===== src/pkg/dmac_map.vh =====
/*
 * dmac_map.vh: register indices, field positions,
 * reset values and decode constants of the double-mode alignment control block.
 * Assumes it is included by bare name from the design files; it only defines macros.
 */
`ifndef DMAC_MAP_VH
`define DMAC_MAP_VH

// ==========================================================================
// register indices (byte address is four times the index)
`define DMAC_IDX_LINK_CTRL      8'h04
`define DMAC_IDX_DBL_ALIGN      8'h67
`define DMAC_IDX_CKSUM_LEN      8'h68
`define DMAC_IDX_HILO_SEL       8'h69
`define DMAC_IDX_RSVD_TUNE_A    8'h96

// ==========================================================================
// reset values
`define DMAC_RST_LINK_CTRL      8'h00
`define DMAC_RST_DBL_ALIGN      8'hc7
`define DMAC_RST_CKSUM_LEN      8'h19
`define DMAC_RST_HILO_SEL       8'h0f
`define DMAC_RST_RSVD_TUNE_A    8'h02

// ==========================================================================
// field positions
`define DMAC_LNK_CFG_EN_BIT     0
`define DMAC_LNK_SER_EN_BIT     1
`define DMAC_LNK_PCLK_DET_BIT   2
`define DMAC_LNK_CFG_ON_BIT     3
`define DMAC_ALN_AUTO_BIT       5
`define DMAC_ALN_MODE_MSB       2
`define DMAC_ALN_MODE_LSB       0
`define DMAC_CKS_LEN_MSB        1
`define DMAC_CKS_LEN_LSB        0
`define DMAC_HL_EN_BIT          6
`define DMAC_HL_INV_BIT         5
`define DMAC_HL_SRC_MSB         4
`define DMAC_HL_SRC_LSB         0

// ==========================================================================
// alignment mode codes
`define DMAC_ALN_HS_WINDOW      3'h0
`define DMAC_ALN_FORCE_A        3'h2
`define DMAC_ALN_HS_EDGE        3'h4
`define DMAC_ALN_DE_EDGE        3'h5
`define DMAC_ALN_FORCE_B        3'h6
`define DMAC_ALN_NONE           3'h7

// ==========================================================================
// checksum length codes and their lengths in bits
`define DMAC_CKS_1BIT           2'h0
`define DMAC_CKS_5BIT           2'h1
`define DMAC_CKS_8BIT           2'h2
`define DMAC_CKS_LEN_1          4'h1
`define DMAC_CKS_LEN_5          4'h5
`define DMAC_CKS_LEN_8          4'h8
`define DMAC_CKS_LEN_BAD        4'h0

// ==========================================================================
// bus answers
`define DMAC_RESP_OKAY          2'h0
`define DMAC_RESP_SLVERR        2'h2

`endif


===== src/hw/dmac_hilo_pick.v =====
/*
 * dmac_hilo_pick: picks the high/low alignment signal out of the parallel
 * input word, optionally inverts it, and registers it with the word.
 * Assumes the word is already synchronised to the pixel clock.
 */
`timescale 1ns/1ps
`default_nettype none

module dmac_hilo_pick #(
	parameter WIDTH = 16
) (
	input  wire             clk,
	input  wire             rst_n,
	input  wire [WIDTH-1:0] word,
	input  wire [4:0]       src_sel,
	input  wire             invert,
	output reg  [WIDTH-1:0] word_q,
	output reg              hilo_q
);

	wire hilo_raw;

	// ==========================================================================
	// source select: codes with the top bit set pick nothing and read low
	assign hilo_raw = src_sel[4] ? 1'b0 : word[src_sel[3:0]];

	// word and high/low signal are sampled on the same edge
	always @(posedge clk or negedge rst_n) begin
		if (!rst_n) begin
			word_q <= {WIDTH{1'b0}};
			hilo_q <= 1'b0;
		end else begin
			word_q <= word;
			hilo_q <= hilo_raw ^ invert;
		end
	end

endmodule

`default_nettype wire


===== src/hw/dmac_top.v =====
/*
 * dmac_top: configuration registers for double-mode word alignment,
 * configuration-link enabling and control-channel checksum length,
 * reached over AXI4-Lite. Everything runs on the pixel clock CLOCK.
 * Assumes video pins arrive asynchronously and are synchronised here.
 */
// What this block does
// - manual mode: link on if enable, serializer off
// - auto: link on if serializer on, no clock
// - code 000 aligns from sync rise while high
// - 100 realigns on sync rise, 101 on enable
// - mode resets to 111; 010/110 force align
// - enable bit gates use of high/low signal
// - invert bit flips the high/low signal
// - source code n below 16 picks parallel input n
// - source resets to input 15, used in 000
`timescale 1ns/1ps
`default_nettype none
`include "dmac_map.vh"

module dmac_top #(
	parameter WORD_W = 16
) (
	input  wire              CLOCK,
	input  wire              RST_N,
	input  wire [11:0]       S_AXI_AWADDR,
	input  wire              S_AXI_AWVALID,
	output reg               S_AXI_AWREADY,
	input  wire [31:0]       S_AXI_WDATA,
	input  wire [3:0]        S_AXI_WSTRB,
	input  wire              S_AXI_WVALID,
	output reg               S_AXI_WREADY,
	output reg  [1:0]        S_AXI_BRESP,
	output reg               S_AXI_BVALID,
	input  wire              S_AXI_BREADY,
	input  wire [11:0]       S_AXI_ARADDR,
	input  wire              S_AXI_ARVALID,
	output reg               S_AXI_ARREADY,
	output reg  [31:0]       S_AXI_RDATA,
	output reg  [1:0]        S_AXI_RRESP,
	output reg               S_AXI_RVALID,
	input  wire              S_AXI_RREADY,
	input  wire [WORD_W-1:0] PARALLEL_INPUT,
	input  wire              HORIZONTAL_SYNC,
	input  wire              DATA_ENABLE_VIDEO,
	input  wire              PIXEL_CLOCK_DETECTED,
	output reg               CONFIG_LINK_ON,
	output reg               ALIGN_STROBE,
	output reg               ALIGN_WINDOW,
	output reg               ALIGN_FORCE,
	output reg  [3:0]        CKSUM_LEN_BITS,
	output reg  [WORD_W-1:0] SAMPLED_WORD,
	output reg               SAMPLED_HILO
);

	// ==========================================================================
	// helpers

	// register select from a byte address: 0..4 mapped, 7 unmapped
	function [2:0] reg_sel;
		input [11:0] a;
		begin
			if (a[1:0] != 2'h0 || a[11:10] != 2'h0)
				reg_sel = 3'h7;
			else if (a[9:2] == `DMAC_IDX_LINK_CTRL)
				reg_sel = 3'h0;
			else if (a[9:2] == `DMAC_IDX_DBL_ALIGN)
				reg_sel = 3'h1;
			else if (a[9:2] == `DMAC_IDX_CKSUM_LEN)
				reg_sel = 3'h2;
			else if (a[9:2] == `DMAC_IDX_HILO_SEL)
				reg_sel = 3'h3;
			else if (a[9:2] == `DMAC_IDX_RSVD_TUNE_A)
				reg_sel = 3'h4;
			else
				reg_sel = 3'h7;
		end
	endfunction

	// checksum code to length in bits; forbidden code gives zero
	function [3:0] cksum_bits;
		input [1:0] code;
		begin
			case (code)
				`DMAC_CKS_1BIT: cksum_bits = `DMAC_CKS_LEN_1;
				`DMAC_CKS_5BIT: cksum_bits = `DMAC_CKS_LEN_5;
				`DMAC_CKS_8BIT: cksum_bits = `DMAC_CKS_LEN_8;
				default:        cksum_bits = `DMAC_CKS_LEN_BAD;
			endcase
		end
	endfunction

	// ==========================================================================
	// registers

	reg  [7:0]        link_ctrl_q;
	reg  [7:0]        dbl_align_config_q;
	reg  [7:0]        ctrl_checksum_length_q;
	reg  [7:0]        highlow_align_select_q;
	reg  [7:0]        reserved_tuning_a_q;
	reg               aw_have_q;
	reg  [11:0]       aw_addr_q;
	reg               w_have_q;
	reg  [7:0]        w_data_q;
	reg               w_lane0_q;
	reg  [WORD_W-1:0] par_m_q;
	reg  [WORD_W-1:0] par_s_q;
	reg  [2:0]        pin_m_q;
	reg  [2:0]        pin_s_q;
	reg               hs_prev_q;
	reg               de_prev_q;
	reg               ref_prev_q;
	reg               ser_en_hold;

	wire [2:0]        align_mode;
	wire              hilo_en;
	wire              hs_s;
	wire              de_s;
	wire              pclk_det_s;
	wire              align_ref;
	wire              do_write;
	wire [2:0]        wsel;
	wire [WORD_W-1:0] pick_word;
	wire              pick_hilo;
	reg  [7:0]        rd_byte;
	reg               strobe_d;

	assign align_mode = dbl_align_config_q[`DMAC_ALN_MODE_MSB:`DMAC_ALN_MODE_LSB];
	assign hilo_en    = highlow_align_select_q[`DMAC_HL_EN_BIT];
	assign hs_s       = pin_s_q[0];
	assign de_s       = pin_s_q[1];
	assign pclk_det_s = pin_s_q[2];
	assign do_write   = aw_have_q & w_have_q & ~S_AXI_BVALID;
	assign wsel       = reg_sel(aw_addr_q);

	// ==========================================================================
	// pin synchronisers: two flops before any logic
	always @(posedge CLOCK or negedge RST_N) begin
		if (!RST_N) begin
			par_m_q <= {WORD_W{1'b0}};
			par_s_q <= {WORD_W{1'b0}};
			pin_m_q <= 3'h0;
			pin_s_q <= 3'h0;
		end else begin
			par_m_q <= PARALLEL_INPUT;
			par_s_q <= par_m_q;
			pin_m_q <= {PIXEL_CLOCK_DETECTED, DATA_ENABLE_VIDEO, HORIZONTAL_SYNC};
			pin_s_q <= pin_m_q;
		end
	end

	// ==========================================================================
	// write channel: address and data taken in either order
	always @(posedge CLOCK or negedge RST_N) begin
		if (!RST_N) begin
			aw_have_q     <= 1'b0;
			aw_addr_q     <= 12'h000;
			w_have_q      <= 1'b0;
			w_data_q      <= 8'h00;
			w_lane0_q     <= 1'b0;
			S_AXI_AWREADY <= 1'b1;
			S_AXI_WREADY  <= 1'b1;
			S_AXI_BVALID  <= 1'b0;
			S_AXI_BRESP   <= `DMAC_RESP_OKAY;
		end else begin
			if (S_AXI_AWVALID && S_AXI_AWREADY) begin
				aw_have_q     <= 1'b1;
				aw_addr_q     <= S_AXI_AWADDR;
				S_AXI_AWREADY <= 1'b0;
			end
			if (S_AXI_WVALID && S_AXI_WREADY) begin
				w_have_q     <= 1'b1;
				w_data_q     <= S_AXI_WDATA[7:0];
				w_lane0_q    <= S_AXI_WSTRB[0];
				S_AXI_WREADY <= 1'b0;
			end
			if (do_write) begin
				aw_have_q    <= 1'b0;
				w_have_q     <= 1'b0;
				S_AXI_BVALID <= 1'b1;
				S_AXI_BRESP  <= (wsel == 3'h7) ? `DMAC_RESP_SLVERR : `DMAC_RESP_OKAY;
			end
			if (S_AXI_BVALID && S_AXI_BREADY) begin
				S_AXI_BVALID  <= 1'b0;
				S_AXI_AWREADY <= 1'b1;
				S_AXI_WREADY  <= 1'b1;
			end
		end
	end

	// register storage; reserved bits are stored as written, except link control, which keeps only bits 1:0
	always @(posedge CLOCK or negedge RST_N) begin
		if (!RST_N) begin
			link_ctrl_q            <= `DMAC_RST_LINK_CTRL;
			dbl_align_config_q     <= `DMAC_RST_DBL_ALIGN;
			ctrl_checksum_length_q <= `DMAC_RST_CKSUM_LEN;
			highlow_align_select_q <= `DMAC_RST_HILO_SEL;
			reserved_tuning_a_q    <= `DMAC_RST_RSVD_TUNE_A;
		end else if (do_write && w_lane0_q) begin
			case (wsel)
				3'h0: link_ctrl_q            <= {6'h00, w_data_q[1:0]};
				3'h1: dbl_align_config_q     <= w_data_q;
				3'h2: ctrl_checksum_length_q <= w_data_q;
				3'h3: highlow_align_select_q <= w_data_q;
				3'h4: reserved_tuning_a_q    <= w_data_q;
				default: ;
			endcase
		end
	end

	// ==========================================================================
	// read channel: data one cycle after the address is taken
	always @* begin
		case (reg_sel(S_AXI_ARADDR))
			3'h0: rd_byte = {4'h0, CONFIG_LINK_ON, pclk_det_s, link_ctrl_q[1:0]};
			3'h1: rd_byte = dbl_align_config_q;
			3'h2: rd_byte = ctrl_checksum_length_q;
			3'h3: rd_byte = highlow_align_select_q;
			3'h4: rd_byte = reserved_tuning_a_q;
			default: rd_byte = 8'h00;
		endcase
	end

	always @(posedge CLOCK or negedge RST_N) begin
		if (!RST_N) begin
			S_AXI_ARREADY <= 1'b1;
			S_AXI_RVALID  <= 1'b0;
			S_AXI_RDATA   <= 32'h0000_0000;
			S_AXI_RRESP   <= `DMAC_RESP_OKAY;
		end else begin
			if (S_AXI_ARVALID && S_AXI_ARREADY) begin
				S_AXI_ARREADY <= 1'b0;
				S_AXI_RVALID  <= 1'b1;
				S_AXI_RDATA   <= {24'h000000, rd_byte};
				S_AXI_RRESP   <= (reg_sel(S_AXI_ARADDR) == 3'h7) ?
					`DMAC_RESP_SLVERR : `DMAC_RESP_OKAY;
			end else if (S_AXI_RVALID && S_AXI_RREADY) begin
				S_AXI_RVALID  <= 1'b0;
				S_AXI_ARREADY <= 1'b1;
			end
		end
	end

	// ==========================================================================
	// configuration link enable
	always @* begin
		ser_en_hold = link_ctrl_q[`DMAC_LNK_SER_EN_BIT];
	end

	always @(posedge CLOCK or negedge RST_N) begin
		if (!RST_N) begin
			CONFIG_LINK_ON <= 1'b0;
			CKSUM_LEN_BITS <= `DMAC_CKS_LEN_5;
		end else begin
			if (dbl_align_config_q[`DMAC_ALN_AUTO_BIT])
				CONFIG_LINK_ON <= ser_en_hold & ~pclk_det_s;
			else
				CONFIG_LINK_ON <= link_ctrl_q[`DMAC_LNK_CFG_EN_BIT] & ~ser_en_hold;
			CKSUM_LEN_BITS <= cksum_bits(
				ctrl_checksum_length_q[`DMAC_CKS_LEN_MSB:`DMAC_CKS_LEN_LSB]);
		end
	end

	// ==========================================================================
	// high/low pick and sample
	dmac_hilo_pick #(
		.WIDTH   (WORD_W)
	) u_pick (
		.clk     (CLOCK),
		.rst_n   (RST_N),
		.word    (par_s_q),
		.src_sel (highlow_align_select_q[`DMAC_HL_SRC_MSB:`DMAC_HL_SRC_LSB]),
		.invert  (highlow_align_select_q[`DMAC_HL_INV_BIT]),
		.word_q  (pick_word),
		.hilo_q  (pick_hilo)
	);

	// reference in code 000: high/low signal when enabled, else horizontal sync
	assign align_ref = hilo_en ? pick_hilo : hs_s;

	// alignment event per mode
	always @* begin
		case (align_mode)
			`DMAC_ALN_HS_WINDOW: strobe_d = align_ref & ~ref_prev_q;
			`DMAC_ALN_HS_EDGE:   strobe_d = hs_s & ~hs_prev_q;
			`DMAC_ALN_DE_EDGE:   strobe_d = de_s & ~de_prev_q;
			default:             strobe_d = 1'b0;
		endcase
	end

	always @(posedge CLOCK or negedge RST_N) begin
		if (!RST_N) begin
			hs_prev_q    <= 1'b0;
			de_prev_q    <= 1'b0;
			ref_prev_q   <= 1'b0;
			ALIGN_STROBE <= 1'b0;
			ALIGN_WINDOW <= 1'b0;
			ALIGN_FORCE  <= 1'b0;
			SAMPLED_WORD <= {WORD_W{1'b0}};
			SAMPLED_HILO <= 1'b0;
		end else begin
			hs_prev_q    <= hs_s;
			de_prev_q    <= de_s;
			ref_prev_q   <= align_ref;
			ALIGN_STROBE <= strobe_d;
			// window stays open while the reference is high, closes when low
			ALIGN_WINDOW <= (align_mode == `DMAC_ALN_HS_WINDOW) & align_ref;
			ALIGN_FORCE  <= (align_mode == `DMAC_ALN_FORCE_A) |
				(align_mode == `DMAC_ALN_FORCE_B);
			SAMPLED_WORD <= pick_word;
			SAMPLED_HILO <= pick_hilo & hilo_en;
		end
	end

endmodule

`default_nettype wire


===== config.mk =====
export PLATFORM = sky130hd
export DESIGN_NAME = dmac_top
export DESIGN_NICKNAME = d
export VERILOG_FILES = /design/src/hw/dmac_hilo_pick.v /design/src/hw/dmac_top.v
export VERILOG_INCLUDE_DIRS = /design/src /design/src/pkg
export SDC_FILE = /design/constraint.sdc
export NUM_CORES = 1
export LEC_CHECK = 0
export ABC_AREA = 0
export BUFFER_PORTS_ARGS = -buffer_cell sky130_fd_sc_hd__buf_2
export CAP_MARGIN = 20
export CORE_UTILIZATION = 30
export DETAILED_ROUTE_END_ITERATION = 8
export GPL_ROUTABILITY_DRIVEN = 0
export PLACE_DENSITY = 0.61
export SYNTH_ARGS = -nofsm -noshare
export SYNTH_HDL_FRONTEND = slang
export SYNTH_SLANG_ARGS = --single-unit

===== constraint.sdc =====
create_clock -name CLOCK -period 5.68 [get_ports CLOCK]
set_input_delay 0.852 -clock CLOCK [delete_from_list [all_inputs] [get_ports CLOCK]]
set_output_delay 0.852 -clock CLOCK [all_outputs]
set_load 0.03 [all_outputs]

==> results of run 1 <==
[state kept, by name (all words and copies together) (netlist names), 8 cells and up]
name,cells
highlow_align_select_q,8
w_data_q,8
dbl_align_config_q,8
par_m_q,16
u_pick.word_q,16
SAMPLED_WORD,16
aw_addr_q,12
S_AXI_RDATA,8
reserved_tuning_a_q,8
ctrl_checksum_length_q,8
par_s_q,16
[through the flow]
stage	setup slack, ns	util	hold slack, ns
6_report	2.93	0.373	0.347
5_1_grt	2.85	0.373	0.351
4_1_cts	2.71	0.372	0.349
3_5_place_dp	2.28	0.342	0.335
3_3_place_gp	2.44	0.342	0.333
2_1_floorplan	3.16	-	0.331
[cells by family after synthesis]
kind of cell | count (synthesis)
AO/OA/AOI/OAI | 48
other | 1
XOR/XNOR | 1
multiplexers | 72
flip-flops | 154
AND/OR/NAND/NOR | 64
buffers and inverters | 44
[Yosys cell counts (all sizes together), types with 2 or more instances]
cell type	count	area [um^2]
nor3	4	25.0
nand4b	2	17.5
nor3b	3	33.8
mux2	60	676
nand3	3	15.0
clkbuf	2	7.51
or3	2	12.5
nor2	12	45.0
nor2b	3	26.3
a22oi	6	45.0
o221ai	3	26.3
a21oi	11	55.1
and3	3	21.3
dfstp	18	473
a22o	3	26.3
nand2	16	60.1
buf	30	224
inv	12	45.0
mux2i	7	70.1
mux4	5	113
o21ai	13	65.1
nor4	2	12.5
a211oi	2	20.0
and2	2	12.5
or4	2	18.8
nand2b	4	25.0
dfrtp	136	3400
or4b	2	27.5
[power by group]
part	total [uW]	internal (uW)	switching, uW	leakage [uW]
Clock	1060	632	429	0.000270
Sequential	1350	1240	119	0.00185
Combinational	323	141	182	0.00108
[path summary, 6_finish.rpt]
check	from	to	slack [ns]	cells after the start
hold reg to reg	par_m_q[6]$_DFF_PN0_	par_s_q[6]$_DFF_PN0_	0.35	0
setup reg to reg	aw_addr_q[7]$_DFFE_PN0P_	dbl_align_config_q[5]$_DFFE_PN0P_	3.20	5
min in group asynchronous	RST_N	S_AXI_RDATA[1]$_DFFE_PN0P_	0.52	1
hold / removal	par_m_q[6]$_DFF_PN0_	par_s_q[6]$_DFF_PN0_	0.35	0
max in group asynchronous	RST_N	u_pick.word_q[11]$_DFF_PN0_	3.93	2
setup / recovery	S_AXI_ARADDR[6]	S_AXI_RDATA[5]$_DFFE_PN0P_	2.93	7
[worst register-to-register path, delay by kind of cell (launching register included)]
kind | cells | cell delay [ns]
simple gates | 3 | 1.28
compound gates | 1 | 0.29
flops | 1 | 0.40
mux | 1 | 0.40
[metal layers]
metal | up-vias | share of wire | wire length (um) | global-route usage
li1 | 1528 | - | - | -
met1 | 1693 | 0.45 | 5060 | 0.154
met3 | 14 | 0.046 | 515 | 0.0373
met5 | - | 0.00071 | 8 | 0
met4 | 2 | 0.016 | 181 | 0.0590
met2 | 97 | 0.49 | 5470 | 0.198
[cell type report]
class                   instances  area (um^2)  area share
repair buffers                 99          507      0.0727
flip-flops and latches        154         3880       0.556
multi-input cells             212         1680       0.242
clock buffers                  20          467      0.0670
well taps                     234          293      0.0420
clock inverters                11         97.6      0.0140
inverters                      12         45.0     0.00646
==> metrics, run 1 <==
Area Overhead vs Synth=21.4%; post-route cell area=between 0.006 and 0.007 mm^2; main combinational cell family by area after synthesis=multiplexers; iteration count of the initial detailed-routing pass=4; clk root buf=clkbuf_16; Post-Layout Cell Count=about 740; Die X=approximately 140 um; Clk pin slew, worst setup/hold paths=approximately 0.060 ns; Synth Area in XOR/XNOR=0.00153; commonest non-fill, non-tap cells in the layout=dfrtp_1 (136), buf_2 (96), mux2_2 (60), conb_1 (27), dfstp_2 (18); Min-Delay Path Class=flip-flop to flip-flop; Synth Area per Inst=between 10 and 15 um^2; Post-Syn Area=0.00574 mm^2; ANT nets after route=0; Max Cap Violations=0; share of cells above drive strength 1=0.441; post-synthesis compound-gate area fraction=0.0569; Synth warnings=0; CTS Sinks=roughly 150; gr usage total=0.124; Synth cell types=53; min Tclk post-route=approximately 2.8 ns; number of fill cells=around 1800; cell family with most CP delay=compound AO/OA/AOI/OAI gates; initial antenna violation count=1; slew of the pin with the lowest slew margin=0.881 ns; Final setup viols=0; Post-CTS Setup Bufs=0; Fmax=about 0.36 GHz; Final HPWL DP=around 8000 um; Die Y=140 um; post-synthesis mux area share=0.150; Final Hold Fails=0; vias in the first global route=3461; clk buf depth=2; Placement Cell Area=around 0.0064 mm^2; H-tree depth=4; CP Buf/Inv Count=1; Synth Flop Type=dfrtp_1; # hold bufs at CTS=0; Relative slew margins=0.409; sequential share of the synthesized area=0.676; CP Data Required Time=approximately 6 ns; # nets final=slightly below 600; CP Max Fanout=5; setup TNS=0 ns; synthesis-stage register bit count=roughly 150; FP Rows=50; Crit path arrival time=approximately 3.1 ns; commonest non-fill, non-tap cell in the layout=dfrtp_1; Pins Over Slew Limit=0; final wirelength=roughly 11000 um; Clk Latency, worst-skew pair=just over 0.4 ns; Inst Count DP=between 700 and 800; Setup CP Type=input pin to flip-flop; drt via density=between 4 and 5; Die Area=between 0.015 and 0.02 mm^2; global route overflow=0; FFs w/ async S/R, synth=1.00; Leak=0.00321 uW; total power=approximately 2700 uW; slowest CP cell=a311oi_1; drt first-iter violations=slightly below 200; Worst VDD drop=around 0.22 mV; PortBufs=97; Post-Synth Adder-Cell Area=0; Max stage delay on crit path=about 0.73 ns; wire per inst=around 15 um; Antenna diodes=0; I/O pin count=about 150; Via Count=3334; RSZ-0062 raised after global routing=no; Final Cycle Share=0.485; Clock Skew=roughly 0.0095 ns; Post-CTS Resized=0; CTS tree=done; Residual DRC=0; Std-Cell Core Area=0.0187 mm^2; Starting Density=0.307; area share of and/or/nand/nor cells after synthesis=0.0676; Post-synth EDFFs=0; Power Dens Cells=393 mW/mm^2; CP Capture Type=flip-flop; largest net degree at the start of global routing=96; status=finished, final reports clean; first-pass GRT wire length=~18000 um; startpoint type of the worst setup path=input pin; worst path cell trace=buf_2 -> nor4bb_1 -> o21a_1 -> nor2_1 -> a311oi_1 -> a22oi_1 -> o221ai_1; Cells after Synth=between 300 and 400; Num CTS Buffers=17
Power figures use the tool's default switching activity.
==> run 2: changes to the inputs <==
--- a/config.mk
+++ b/config.mk
@@ -12,7 +12,7 @@
 export CORE_UTILIZATION = 30
 export DETAILED_ROUTE_END_ITERATION = 8
 export GPL_ROUTABILITY_DRIVEN = 0
-export PLACE_DENSITY = 0.61
+export PLACE_DENSITY = 0.63
 export SYNTH_ARGS = -nofsm -noshare
 export SYNTH_HDL_FRONTEND = slang
 export SYNTH_SLANG_ARGS = --single-unit
==> constraint.sdc (replaced) <==
create_clock -name CLOCK -period 2.33 [get_ports CLOCK]
set_input_delay 0.3495 -clock CLOCK [delete_from_list [all_inputs] [get_ports CLOCK]]
set_output_delay 0.3495 -clock CLOCK [all_outputs]
set_load 0.03 [all_outputs]
==> run 2 against run 1 <==
  * Flip-flop and latch count unchanged
  * Final area up 2.9%
  * Sequential power is 140% higher
  * Clock skew fell by 0.0040 ns
  * Critical path depth decreased by 2
  * Worst hold slack lost 0.31 ns
  * Critical path type is now flip-flop to flip-flop
  * Non-clock buffer count grew 14
  * Utilization is 1.1 points higher
==> metrics, run 2 (synthesized netlist as in run 1, its figures left out) <==
Worst Hold Margin=0.0390 ns (was 0.347 ns); Max stage delay on crit path=0.58 ns (was 0.73 ns); Setup CP Type=flip-flop to flip-flop (was input pin to flip-flop); share of cells above drive strength 1=0.463 (was 0.441); Fmax=0.452 GHz; clock share of power=0.389 (was 0.387); Power Dens Cells=948 mW/mm^2 (was 393 mW/mm^2); wire per inst=14.9 um (was 15.1 um); # nets final=596 (was 582); internal power=4900 uW (was 2010 uW); Via Count=3418 (was 3334); Leak=0.00330 uW (was 0.00321 uW); Area Overhead vs Synth=24.9% (was 21.4%); I/O pin count=152 (unchanged); CTS tree=done (unchanged); commonest non-fill, non-tap cells in the layout=dfrtp_1 (136), buf_2 (96), mux2_2 (60), conb_1 (27), dfstp_2 (18) (unchanged); Std-Cell Core Area=0.0187 mm^2 (unchanged); min Tclk post-route=approximately 2.2 ns; Min-Delay Path Class=input pin to flip-flop (was flip-flop to flip-flop); RR Startpoint=aw_addr_q[8]$_DFFE_PN0P_ (was aw_addr_q[7]$_DFFE_PN0P_); slew of the pin with the lowest slew margin=0.540 ns (was 0.881 ns); PortBufs=97 (unchanged); final wirelength=11300 um (was 11200 um); PnR worst setup slack=0.118 ns (was 2.93 ns); clk root buf=clkbuf_16 (unchanged); FP Rows=50 (unchanged); Num CTS Buffers=17 (unchanged); Worst VDD drop=0.518 mV (was 0.221 mV); Reg2Reg Depth=5 (unchanged); Die Area=0.0197 mm^2 (unchanged); Residual DRC=0 (unchanged); H-tree depth=4 (unchanged); iteration count of the initial detailed-routing pass=4 (unchanged); drt first-iter violations=173 (was 197); Final HPWL DP=8200 um (was 7980 um); Relative slew margins=0.639 (was 0.409); Die X=140 um (unchanged); gr usage total=0.124 (about the same); slowest CP cell=or4b_4 (was a311oi_1); Max Cap Violations=0 (unchanged); first-pass GRT wire length=18300 um (was 18200 um); hold path cells=1 (was 0); drt via density=4.51 (was 4.49); Hold Crit Start=PARALLEL_INPUT[14] (was par_m_q[6]$_DFF_PN0_); CP Data Required Time=2.63 ns (was 6.00 ns); CTS Sinks=154 (unchanged); largest net degree at the start of global routing=50 (was 96); startpoint type of the worst setup path=flip-flop (was input pin); pre-CTS setup slack=0.0573 ns (was 2.28 ns); number of fill cells=1747 (was 1765); r2r setup slk=0.12 ns (was 3.20 ns); switch share=0.279 (was 0.267); status=finished, final reports clean (unchanged); Final Cycle Share=0.949; r2r endpoint=reserved_tuning_a_q[4]$_DFFE_PN0P_ (was dbl_align_config_q[5]$_DFFE_PN0P_); setup TNS=0 ns (unchanged); RSZ-0062 raised after global routing=no (unchanged); Pins Over Slew Limit=0 (unchanged); commonest non-fill, non-tap cell in the layout=dfrtp_1 (unchanged); global route overflow=0 (unchanged); CP Capture Type=flip-flop (unchanged); initial antenna violation count=0 (was 1); Final Hold Fails=0 (unchanged); Net Sw Power=1890 uW (was 730 uW); Crit path arrival time=2.51 ns (was 3.07 ns); worst path cell trace=or4b_4 -> a211oi_4 -> buf_4 -> and3_2 -> mux2_2 (was buf_2 -> nor4bb_1 -> o21a_1 -> nor2_1 -> a311oi_1 -> a22oi_1 -> o221ai_1); Reg power frac=0.486 (was 0.495); logic gate share of total power=0.125 (was 0.118); ANT nets after route=0 (unchanged); vias in the first global route=3552 (was 3461); Clk pin slew, worst setup/hold paths=0.06 ns (about the same); Clock Skew=0.00547 ns (was 0.00952 ns); Die Y=140 um (unchanged); Starting Density=0.307 (unchanged); Clk Latency, worst-skew pair=0.41 ns (about the same); Min-Delay Endpoint=par_m_q[14]$_DFF_PN0_ (was par_s_q[6]$_DFF_PN0_); CP Max Fanout=8 (was 5); Final setup viols=0 (unchanged); clk buf depth=2 (unchanged)
[run 2: worst max-delay path by stage]
| stage | from | endpoint | depth (start not counted) |
|---|---|---|---|
| after floorplan | aw_addr_q[7]$_DFFE_PN0P_ | dbl_align_config_q[3]$_DFFE_PN0P_ | 6 |
| after global placement | aw_addr_q[8]$_DFFE_PN0P_ | ctrl_checksum_length_q[1]$_DFFE_PN0P_ | 6 |
| after detailed placement | aw_addr_q[8]$_DFFE_PN0P_ | ctrl_checksum_length_q[5]$_DFFE_PN0P_ | 6 |
| after CTS | aw_addr_q[8]$_DFFE_PN0P_ | ctrl_checksum_length_q[5]$_DFFE_PN0P_ | 6 |
| after global routing | aw_addr_q[8]$_DFFE_PN0P_ | dbl_align_config_q[4]$_DFFE_PN0P_ | 7 |
| final | aw_addr_q[8]$_DFFE_PN0P_ | reserved_tuning_a_q[4]$_DFFE_PN0P_ | 5 |
[run 2: area by class of cell]
type / count / area (um^2) / share of cell area
clock buffer: 18 / 439 / 0.0613
timing repair buffer: 113 / 664 / 0.0927
clock inverter: 14 / 138 / 0.0192
antenna: 1 / 2.50 / 0.000349
multi-input combinational: 212 / 1710 / 0.239
inverter: 12 / 45.0 / 0.00628
sequential: 154 / 3880 / 0.541
tap: 234 / 293 / 0.0408
[run 2: worst max-delay path, delay by kind of cell (launching register included)]
family,cells,cell delay (ns)
AO/OA/AOI/OAI,1,0.26
AND/OR/NAND/NOR,2,0.91
multiplexers,1,0.36
flip-flops,1,0.41
buffers and inverters,1,0.15
[run 2: metal layers]
| metal | wire length [um] | track usage | vias up |
|---|---|---|---|
| met1 | 5060 | 0.157 | 1725 |
| met5 | 0 | 0 | - |
| li1 | - | - | 1572 |
| met2 | 5470 | 0.193 | 103 |
| met3 | 603 | 0.0390 | 18 |
| met4 | 169 | 0.0544 | 0 |
[run 2: power by group through the flow]
stage,Combinational (uW),Clock [uW],Sequential [uW]
finish,850,2640,3300
global route,932,2850,3360
CTS,849,2730,3300
detailed placement,848,0,3340
global placement,806,0,3310
floorplan,491,0,3350
[run 2: per-stage QoR]
stage | total power [uW] | cell area (um^2) | utilization | cells
after floorplan | 3840 | 5840 | - | 410
after global placement | 4120 | 6540 | 0.350 | 723
after detailed placement | 4190 | 6540 | 0.350 | 723
after CTS | 6880 | 7130 | 0.381 | 756
after global routing | 7130 | 7170 | 0.383 | 757
final | 6790 | 7170 | 0.383 | 758
[run 2: repair_timing]
| action | 4_1_cts | 5_1_grt |
|---|---|---|
| resized for setup | 0 | 6 |
| hold buffers | 1 | 0 |
| endpoints found under the hold margin | 36 | 0 |
| buffers inserted | 0 | 1 |
| endpoints found under the setup margin | 0 | 20 |
